[src/rtl/ppe_pkg.sv]
// package for the phy port event and status register block
package ppe_pkg;

	localparam int unsigned ADDR_W   = 8;
	localparam int unsigned REG_W    = 16;
	localparam int unsigned EVENT_W  = 8;

	// register indices; byte address is four times the index
	localparam logic [ADDR_W-1:0] IDX_SOURCE   = 8'h1d;
	localparam logic [ADDR_W-1:0] IDX_MASK     = 8'h1e;
	localparam logic [ADDR_W-1:0] IDX_SPECIAL  = 8'h1f;
	localparam logic [ADDR_W-1:0] IDX_MODE_CS  = 8'h11;

	// event bit positions, shared by source flags and mask
	localparam int unsigned BIT_PAGE_RX    = 1;
	localparam int unsigned BIT_PAR_FAULT  = 2;
	localparam int unsigned BIT_PARTNER_ACK = 3;
	localparam int unsigned BIT_LINK_DOWN  = 4;
	localparam int unsigned BIT_REM_FAULT  = 5;
	localparam int unsigned BIT_NEG_DONE   = 6;
	localparam int unsigned BIT_ENERGY     = 7;
	localparam logic [EVENT_W-1:0] EVENT_BITS = 8'hfe;

	// special control/status fields
	localparam int unsigned BIT_NEG_COMPLETE = 12;
	localparam int unsigned SPEED_LSB        = 2;
	localparam int unsigned BIT_SPARE_LO     = 0;

	// mode control/status crossover and energy status fields
	localparam int unsigned BIT_XO_SOURCE = 15;
	localparam int unsigned BIT_XO_AUTO   = 14;
	localparam int unsigned BIT_XO_STATE  = 13;
	localparam int unsigned BIT_ENERGY_ST = 1;

	localparam logic [EVENT_W-1:0] MASK_RESET    = 8'h00;
	localparam logic [EVENT_W-1:0] FLAGS_RESET   = 8'h00;
	localparam logic [2:0]         SPEED_RESET   = 3'h0;
	localparam logic [1:0]         SPARE_RESET   = 2'h0;

	localparam logic [2:0] SPEED_10_HD  = 3'h1;
	localparam logic [2:0] SPEED_100_HD = 3'h2;
	localparam logic [2:0] SPEED_10_FD  = 3'h5;
	localparam logic [2:0] SPEED_100_FD = 3'h6;

	// events reported by the phy line logic, one cycle pulses
	typedef struct packed {
		logic energy;
		logic neg_done;
		logic remote_fault;
		logic link_down;
		logic partner_ack;
		logic parallel_fault;
		logic page_rx;
	} ppe_events_t;

	// live phy status
	typedef struct packed {
		logic       energy_detected;
		logic       neg_complete;
		logic [2:0] speed;
	} ppe_status_t;

	// resolved cable crossover drive
	typedef struct packed {
		logic auto_mode;
		logic crossed;
	} ppe_xover_t;

	typedef enum logic [2:0] {
		APB_IDLE   = 3'b001,
		APB_ACCESS = 3'b010,
		APB_DONE   = 3'b100
	} ppe_apb_state_t;

endpackage

[src/rtl/ppe_regs.sv]
// phy port event flags, mask, special status and crossover control over apb
// Contract
// auto bit 0: manual, state picks crossed
// auto 1, state 0: automatic crossover
// software never writes auto and state both
// bits act only when source bit set
// flags latch on event when enabled
// reading source returns then clears flags
// mask read/write, reset 0, 1 enables
// bit 7 latches on energy detect rise
// bit 6 latches on negotiation complete
// bit 5 latches on remote fault
// bit 4 latches on link down
// bit 3 latches on partner acknowledge
// bit 2 latches on parallel detect fault
// bit 1 latches on page received
// bit 12 reports negotiation complete
// bits 4:2 report resolved speed code
// irq while any enabled flag set
//
// Local design decision: register access over APB.
module ppe_regs #(
	parameter int unsigned PADDR_W = 12
) (
	input  wire logic                ref_clk,
	input  wire logic                srst,
	input  wire logic                psel,
	input  wire logic                penable,
	input  wire logic                pwrite,
	input  wire logic [PADDR_W-1:0]  paddr,
	input  wire logic [31:0]         pwdata,
	input  wire logic [3:0]          pstrb,
	output logic                     pready,
	output logic [31:0]              prdata,
	output logic                     pslverr,
	input  wire ppe_pkg::ppe_events_t phy_events,
	input  wire ppe_pkg::ppe_status_t phy_status,
	input  wire logic                strap_manual_crossed,
	input  wire logic                strap_auto_enable,
	output ppe_pkg::ppe_xover_t      xover,
	output logic                     phy_irq
);
	import ppe_pkg::*;

	logic [EVENT_W-1:0] flags;
	logic [EVENT_W-1:0] mask;
	logic [EVENT_W-1:0] raw_events;
	logic [EVENT_W-1:0] hits;
	logic               energy_prev;
	logic               xo_source;
	logic               xo_auto;
	logic               xo_state;
	logic [1:0]         spare_lo;
	logic               setup;
	logic               wr_en;
	logic               rd_source;
	logic [ADDR_W-1:0]  idx;
	logic               mapped;
	logic [REG_W-1:0]   rd_word;
	logic               neg_complete;
	logic [2:0]         speed;
	ppe_apb_state_t     state;

	function automatic logic [REG_W-1:0] mode_word(input logic s,
		input logic a, input logic t, input logic e);
		logic [REG_W-1:0] w;
		w = '0;
		w[BIT_XO_SOURCE] = s;
		w[BIT_XO_AUTO]   = a;
		w[BIT_XO_STATE]  = t;
		w[BIT_ENERGY_ST] = e;
		return w;
	endfunction

	// the word index must fit inside paddr above the byte lanes
	if (PADDR_W < ADDR_W + 2) begin : g_paddr_check
		$error("paddr too narrow for the register index");
	end

	// index of a word address; unaligned bits ignored
	assign idx = paddr[ADDR_W+1:2];
	assign mapped = ((paddr >> (ADDR_W + 2)) == '0) &&
		(idx == IDX_SOURCE || idx == IDX_MASK ||
		 idx == IDX_SPECIAL || idx == IDX_MODE_CS);
	assign setup = psel && !penable && state == APB_IDLE;
	// no wait state: writes and read clears land on the completing edge
	assign wr_en = state == APB_ACCESS && psel && penable && pwrite && mapped;
	assign rd_source = state == APB_ACCESS && psel && penable && !pwrite &&
		idx == IDX_SOURCE && mapped;

	always_comb begin
		raw_events = '0;
		raw_events[BIT_ENERGY]      = phy_status.energy_detected &&
			!energy_prev;
		raw_events[BIT_NEG_DONE]    = phy_events.neg_done;
		raw_events[BIT_REM_FAULT]   = phy_events.remote_fault;
		raw_events[BIT_LINK_DOWN]   = phy_events.link_down;
		raw_events[BIT_PARTNER_ACK] = phy_events.partner_ack;
		raw_events[BIT_PAR_FAULT]   = phy_events.parallel_fault;
		raw_events[BIT_PAGE_RX]     = phy_events.page_rx;
		raw_events = raw_events | ({EVENT_W{phy_events.energy}} &
			(EVENT_W'(1) << BIT_ENERGY));
		hits = raw_events & mask & EVENT_BITS;
	end

	always_comb begin
		rd_word = '0;
		case (idx)
			IDX_SOURCE: rd_word[EVENT_W-1:0] = flags;
			IDX_MASK: rd_word[EVENT_W-1:0] = mask;
			IDX_SPECIAL: begin
				rd_word[BIT_NEG_COMPLETE] = neg_complete;
				rd_word[SPEED_LSB+:3] = speed;
				rd_word[BIT_SPARE_LO+:2] = spare_lo;
			end
			IDX_MODE_CS: rd_word = mode_word(xo_source, xo_auto, xo_state,
				phy_status.energy_detected);
			default: rd_word = '0;
		endcase
	end

	always_ff @(posedge ref_clk) begin
		if (srst) begin
			energy_prev <= 1'b0;
		end else begin
			energy_prev <= phy_status.energy_detected;
		end
	end

	// status is held in flops so that the fields read zero out of reset
	always_ff @(posedge ref_clk) begin
		if (srst) begin
			neg_complete <= 1'b0;
			speed        <= SPEED_RESET;
		end else begin
			neg_complete <= phy_status.neg_complete;
			speed        <= phy_status.speed;
		end
	end

	// the read clears only what it returned at its setup edge, so an
	// event in either cycle of the read stays latched for the next one
	always_ff @(posedge ref_clk) begin
		if (srst) begin
			flags <= FLAGS_RESET;
		end else if (rd_source) begin
			flags <= (flags & ~prdata[EVENT_W-1:0]) | hits;
		end else begin
			flags <= flags | hits;
		end
	end

	always_ff @(posedge ref_clk) begin
		if (srst) begin
			mask <= MASK_RESET;
		end else if (wr_en && idx == IDX_MASK && pstrb[0]) begin
			mask <= pwdata[EVENT_W-1:0] & EVENT_BITS;
		end
	end

	always_ff @(posedge ref_clk) begin
		if (srst) begin
			spare_lo <= SPARE_RESET;
		end else if (wr_en && idx == IDX_SPECIAL && pstrb[0]) begin
			spare_lo <= pwdata[BIT_SPARE_LO+:2];
		end
	end

	// software keeps auto and state from both being one
	always_ff @(posedge ref_clk) begin
		if (srst) begin
			xo_source <= 1'b0;
			xo_auto   <= 1'b0;
			xo_state  <= 1'b0;
		end else if (wr_en && idx == IDX_MODE_CS && pstrb[1]) begin
			xo_source <= pwdata[BIT_XO_SOURCE];
			xo_auto   <= pwdata[BIT_XO_AUTO];
			xo_state  <= pwdata[BIT_XO_STATE];
		end
	end

	// reserved auto+state pattern falls back to automatic
	always_ff @(posedge ref_clk) begin
		if (srst) begin
			xover <= '0;
		end else if (xo_source) begin
			xover.auto_mode <= xo_auto;
			xover.crossed   <= !xo_auto && xo_state;
		end else begin
			xover.auto_mode <= strap_auto_enable;
			xover.crossed   <= !strap_auto_enable && strap_manual_crossed;
		end
	end

	// irq follows flags a cycle later; flags latch only enabled events and stay set if later masked
	always_ff @(posedge ref_clk) begin
		if (srst) begin
			phy_irq <= 1'b0;
		end else begin
			phy_irq <= |(flags & mask);
		end
	end

	always_ff @(posedge ref_clk) begin
		if (srst) begin
			state <= APB_IDLE;
		end else begin
			case (state)
				APB_IDLE: if (setup) begin
					state <= APB_ACCESS;
				end
				APB_ACCESS: state <= APB_DONE;
				APB_DONE: state <= APB_IDLE;
				default: state <= APB_IDLE;
			endcase
		end
	end

	always_ff @(posedge ref_clk) begin
		if (srst) begin
			pready  <= 1'b0;
			prdata  <= '0;
			pslverr <= 1'b0;
		end else if (state == APB_IDLE && setup) begin
			pready  <= 1'b1;
			prdata  <= pwrite ? 32'h0000_0000 : {16'h0000, rd_word};
			pslverr <= !mapped;
		end else begin
			pready  <= 1'b0;
			prdata  <= '0;
			pslverr <= 1'b0;
		end
	end

endmodule

[config.mk]
export PLATFORM = sky130hd
export DESIGN_NAME = ppe_regs
export DESIGN_NICKNAME = d
export VERILOG_FILES = /design/src/rtl/ppe_pkg.sv /design/src/rtl/ppe_regs.sv
export SDC_FILE = /design/constraint.sdc
export NUM_CORES = 1
export LEC_CHECK = 0
export BUFFER_PORTS_ARGS = -buffer_cell sky130_fd_sc_hd__buf_2
export CORE_MARGIN = 1.5
export CORE_UTILIZATION = 44
export DETAILED_ROUTE_END_ITERATION = 8
export HOLD_SLACK_MARGIN = 0.08
export PLACE_DENSITY_LB_ADDON = 0.2
export REMOVE_ABC_BUFFERS = 1
export SLEW_MARGIN = 20
export SYNTH_ARGS = -nofsm -noshare
export SYNTH_HDL_FRONTEND = slang
export SYNTH_SLANG_ARGS = --single-unit
[constraint.sdc]
create_clock -name ref_clk -period 1.8 [get_ports ref_clk]
set_input_delay 0.45 -clock ref_clk [delete_from_list [all_inputs] [get_ports ref_clk]]
set_output_delay 0.45 -clock ref_clk [all_outputs]
set_load 0.01 [all_outputs]
Word level (Yosys, flattened, before mapping)
Index checks and enable logic that the tools add are counted.

Logic and storage cells: 78. Register bits: 65. Input port bits: 67. Output and inout port bits: 37.

Muxes and demuxes: 7. Equal/unequal tests: 7. Bitwise operators: 10. Reduce and logical (&&, ||, !) cells: 35.

Operators with widths (count): equality test 8 x 5 -> 1 bit (second input constant) (4); AND 8 bit (3); bitwise OR 8 bit (3); logical AND 1 bit (20); case mux 5 bit (4 select lines) (1); logical NOT 12 bit (1); case mux 3 bit (2 select lines) (2); 2-to-1 mux 8 bit (1); inverter 8 bit (1); OR reduction 4 bit (2); OR reduction 8 bit (1); logical NOT 1 bit (6); equality test 3 x 1 -> 1 bit (second input constant) (1); equality test 3 x 2 -> 1 bit (second input constant) (1); logical OR 1 bit (3); 2-to-1 mux 3 bit (1); inverter 1 bit (3); OR reduction 3 bit (1); 2-to-1 mux 2 bit (1); inequality test 2 bit (second input constant) (1); OR reduction 2 bit (1); 2-to-1 mux 1 bit (1).

Longest topological paths before layout
Depth in word-level cells: 8. Gate-level depth with buffers: 6. Mapped depth without buffers: 4.

Worst setup path after synthesis
OpenSTA, ideal clock, no wires.

Kind: input port to flip-flop. Start point: input penable. End point: register flags[1]. Library setup time: 0.133 ns. Data arrival time: 1.556 ns. Slack: 0.111 ns. Stages: 6. Path through: nor4bb_1 > and4_1 > buf_4 > and4bb_1 > buf_4 > a311oi_1.

Cells in the longest elaborated chain, start to end: 5.

RTL lines: start: declaration (line ppe_regs.sv:28) `input wire logic penable,`; logical AND 1 bit (3 in a row) (line ppe_regs.sv:88) `assign rd_source = state == APB_ACCESS && psel && penable && !pwrite &&`; logical AND 1 bit (line ppe_regs.sv:89) `idx == IDX_SOURCE && mapped;`; 2-to-1 mux 8 bit (line ppe_regs.sv:146) `end else if (rd_source) begin`; end signal: assignment (line ppe_regs.sv:147) `flags <= (flags & ~prdata[EVENT_W-1:0]) | hits;`; end signal: assignment (line ppe_regs.sv:149) `flags <= flags | hits;`; end: declaration (line ppe_regs.sv:45) `logic [EVENT_W-1:0] flags;`.

Every way passes these cells. A chain may end at the register's enable or synchronous reset.

Final worst setup path
Start point: register state[0]. End point: register spare_lo[1].

Cells in the longest elaborated chain, start to end: 7.

RTL lines: start: declaration (line ppe_regs.sv:62) `ppe_apb_state_t state;`; start signal: assignment (line ppe_regs.sv:206) `state <= APB_IDLE;`; start signal: assignment (line ppe_regs.sv:210) `state <= APB_ACCESS;`; start signal: assignment (line ppe_regs.sv:212) `APB_ACCESS: state <= APB_DONE;`; equality test 3 x 2 -> 1 bit (line ppe_regs.sv:87) `assign wr_en = state == APB_ACCESS && psel && penable && pwrite && mapped;`; logical AND 1 bit (4 in a row) (line ppe_regs.sv:87); logical AND 1 bit (2 in a row) (line ppe_regs.sv:164) `end else if (wr_en && idx == IDX_SPECIAL && pstrb[0]) begin`; end signal: assignment (line ppe_regs.sv:165) `spare_lo <= pwdata[BIT_SPARE_LO+:2];`; end: declaration (line ppe_regs.sv:53) `logic [1:0] spare_lo;`.

Every way passes these cells.

==> metrics.txt <==
initial antenna violation count=0; Internal=0.001344 W; main flop type after synthesis=dfxtp_1; Worst Path Max Fanout=9; Total GRT Usage=18.52%; Yosys warning count=0; critical path class=reg2reg; register bit total from synthesis=45; status=complete, no violations; final total power=0.001776 W; Via density=5.180; Req. time, crit path=between 1.5 and 2 ns; Critical Path AT=1.75 ns; Post-synth EDFFs=0; IO Port Bufs=58; Placer Congestion=0.7891; Worst R2R Setup Slack=0.23 ns; Vias=1725; nets@finish=347; clk buf depth=2; Cell Chain, Critical Path=nor4bb_1 -> buf_4 -> nand4_2 -> buf_4 -> o21ai_0 -> a21oi_1; leak pwr=1.032 nW; Synth Area in XOR/XNOR=0%; Initial Util=around 45%; ant diodes=0; average instance area after synthesis=9.402 µm²; commonest non-fill, non-tap cell in the layout=buf_2; post-CTS setup buffer count=0; design area=2395 µm²; maximum clock rate=0.6362 GHz; worst r2r path cells=6; clock skew=0.007937 ns; IR drop worst, VDD=0.2946 mV; # IOs=104; Area Overhead vs Synth=22.46%; Final Hold Fails=0; Die Height=between 60 and 70 µm; Hold Path Stages=2; final std cells w/o fill=333; core box area=~4300 µm²; first-pass GRT wire length=7065 µm; Yosys cell types=36; Period minus WS final=1.572 ns; die area=4853 µm²; Hold Path Class=in2reg; vias in the first global route=1575; H-tree depth=2; fraction of registers with async set/reset=0%; final setup fails=0; Syn Inst Count=between 200 and 250; CTS Buf Count=5; Cell Area, Synth=1956 µm²; Post-Synth Simple-Gate Area=about 22%; Max Cap Violations=0; sw frac=24.32%; Post-Place Cell Area=2312 µm²; clk_lat worst skew=approximately 0.30 ns; Die W=69.67 µm; Root Driver=clkbuf_8; Sequential Power Share=roughly 57%; fraction of layout cells with a size suffix above 1=between 30% and 40%; Routed Wire Length=4475 µm; FP Rows=24; max-slew violations=0; post_cts resized=0; Tcrit/Tclk final=87.32%; gr ovfl total=0; Remaining DRCs=0; CTS tree=done; Seq/Total Area, Yosys=~46%; Initial DRC Count=72; mux cell area share after synthesis=4.862%; Setup crit end kind=flop; complex-gate fraction of the synthesized area=15.61%; CP peak stage delay=0.33 ns; HPWL Detailed=3271 µm; post-synthesis adder-cell area fraction=0%; startpoint types=flop; # placed instances=325; RSZ-0062 raised after global routing=false; clock slew seen by the registers of the worst setup and hold paths=about 0.09 ns; WHS=0.3507 ns; Clock Sinks=45; combinational fraction of design power=8.9%; Filler cells=453; Net Sw Power=0.0004319 W; drt first pass iters=4; Clock power frac=34.2%; largest net degree at the start of global routing=33; largest family of logic cells by synthesized area=simple AND/OR/NAND/NOR gates; CTS Hold Bufs=0; most frequent cell on the critical path=buf_4; antenna-violating nets left=0; Critical-path top delay cell=dfxtp_1; most frequent cells in the layout=buf_2, dfxtp_1, conb_1; Power Density=741.7 nW/µm²; WL/cell=13.44 µm
[per-stage QoR]
step	TNS [ns]	setup slack, ns	utilization, %
finish	0	0.2282	55.38
global route	0	0.1039	55.38
CTS	0	0.2261	55.38
detailed placement	-0.3029	-0.06645	53.47
global placement	-0.2899	-0.06489	53.47
floorplan	0	0.03866	-
[area by class of cell]
type | count | area (µm²) | area share (%)
tap | 52 | 65.06 | 2.717
multi-input combinational | 148 | 905.9 | 37.83
inverter | 4 | 15.01 | 0.6270
clock inverter | 2 | 10.01 | 0.4180
timing repair buffer | 76 | 425.4 | 17.76
clock buffer | 6 | 72.57 | 3.030
sequential | 45 | 900.9 | 37.62
[layer usage]
metal  part of all wire, %  vias up  GRT usage (%)
met5                     0        -              0
met4                   1.9        0          7.692
met3                   6.9       10          3.779
met2                    47       68          30.56
met1                    44      793          23.63
li1                      -      854              -
[kinds of logic (layout without fill, tap and decap cells)]
logic type / after synthesis / after routing
other cells: 1 / 20
buf+inv: 34 / 88
compound gates: 48 / 48
mux: 9 / 9
simple gates: 71 / 71
flops: 45 / 45
[critical path: cells and delay by family, from the launching register on]
| kind | cells | cell delay, ns |
|---|---|---|
| AOI/OAI and AO/OA | 2 | 0.28 |
| DFF | 1 | 0.33 |
| and+or+nand+nor | 2 | 0.47 |
| buffers and inverters | 2 | 0.37 |
[cells in the mapped netlist (2+ instances only)]
cell	instances	share of area, %
buf_4	22	8.4
o21ai_0	10	2.6
nor2b_1	8	2.6
nor2_1	15	2.9
nand4_1	10	3.2
a31oi_1	3	0.96
nand3_1	2	0.51
nor3_1	2	0.51
mux2i_1	5	2.6
a21oi_1	16	4.1
buf_2	2	0.51
inv_1	4	0.77
a22oi_1	9	3.5
clkbuf_1	5	0.96
dfxtp_1	45	46
nand2_1	12	2.3
mux2_2	4	2.3
a311oi_1	7	3.1
and2_1	3	0.96
and4_1	2	0.90
nand2b_1	7	2.2
[flip-flops by register name, indices dropped and copies added, names as in the netlist]
| signal | count |
|---|---|
| energy_prev | 1 |
| flags | 8 |
| mask | 7 |
| neg_complete | 1 |
| phy_irq | 1 |
| prdata | 12 |
| pready | 1 |
| pslverr | 1 |
| spare_lo | 2 |
| speed | 3 |
| state | 3 |
| xo_auto | 1 |
| xo_source | 1 |
| xo_state | 1 |
| xover | 2 |
[path summary, 6_finish.rpt]
kind,startpoint,to
max,state[0],spare_lo[1]
min,phy_status[1],speed[1]
max reg2reg,state[0],spare_lo[1]
min reg2reg,neg_complete,prdata[12]
[power by group through the flow]
| stage | clock network, W | logic (W) | registers [W] |
|---|---|---|---|
| global route | 0.000663 | 0.000174 | 0.00101 |
| detailed placement | 0 | 0.000158 | 0.00103 |
| finish | 0.000608 | 0.000158 | 0.00101 |
| CTS | 0.000625 | 0.000158 | 0.00101 |
| floorplan | 0 | 0.0000582 | 0.00104 |
| global placement | 0 | 0.000157 | 0.00103 |
(Power assumes the default switching activity.)
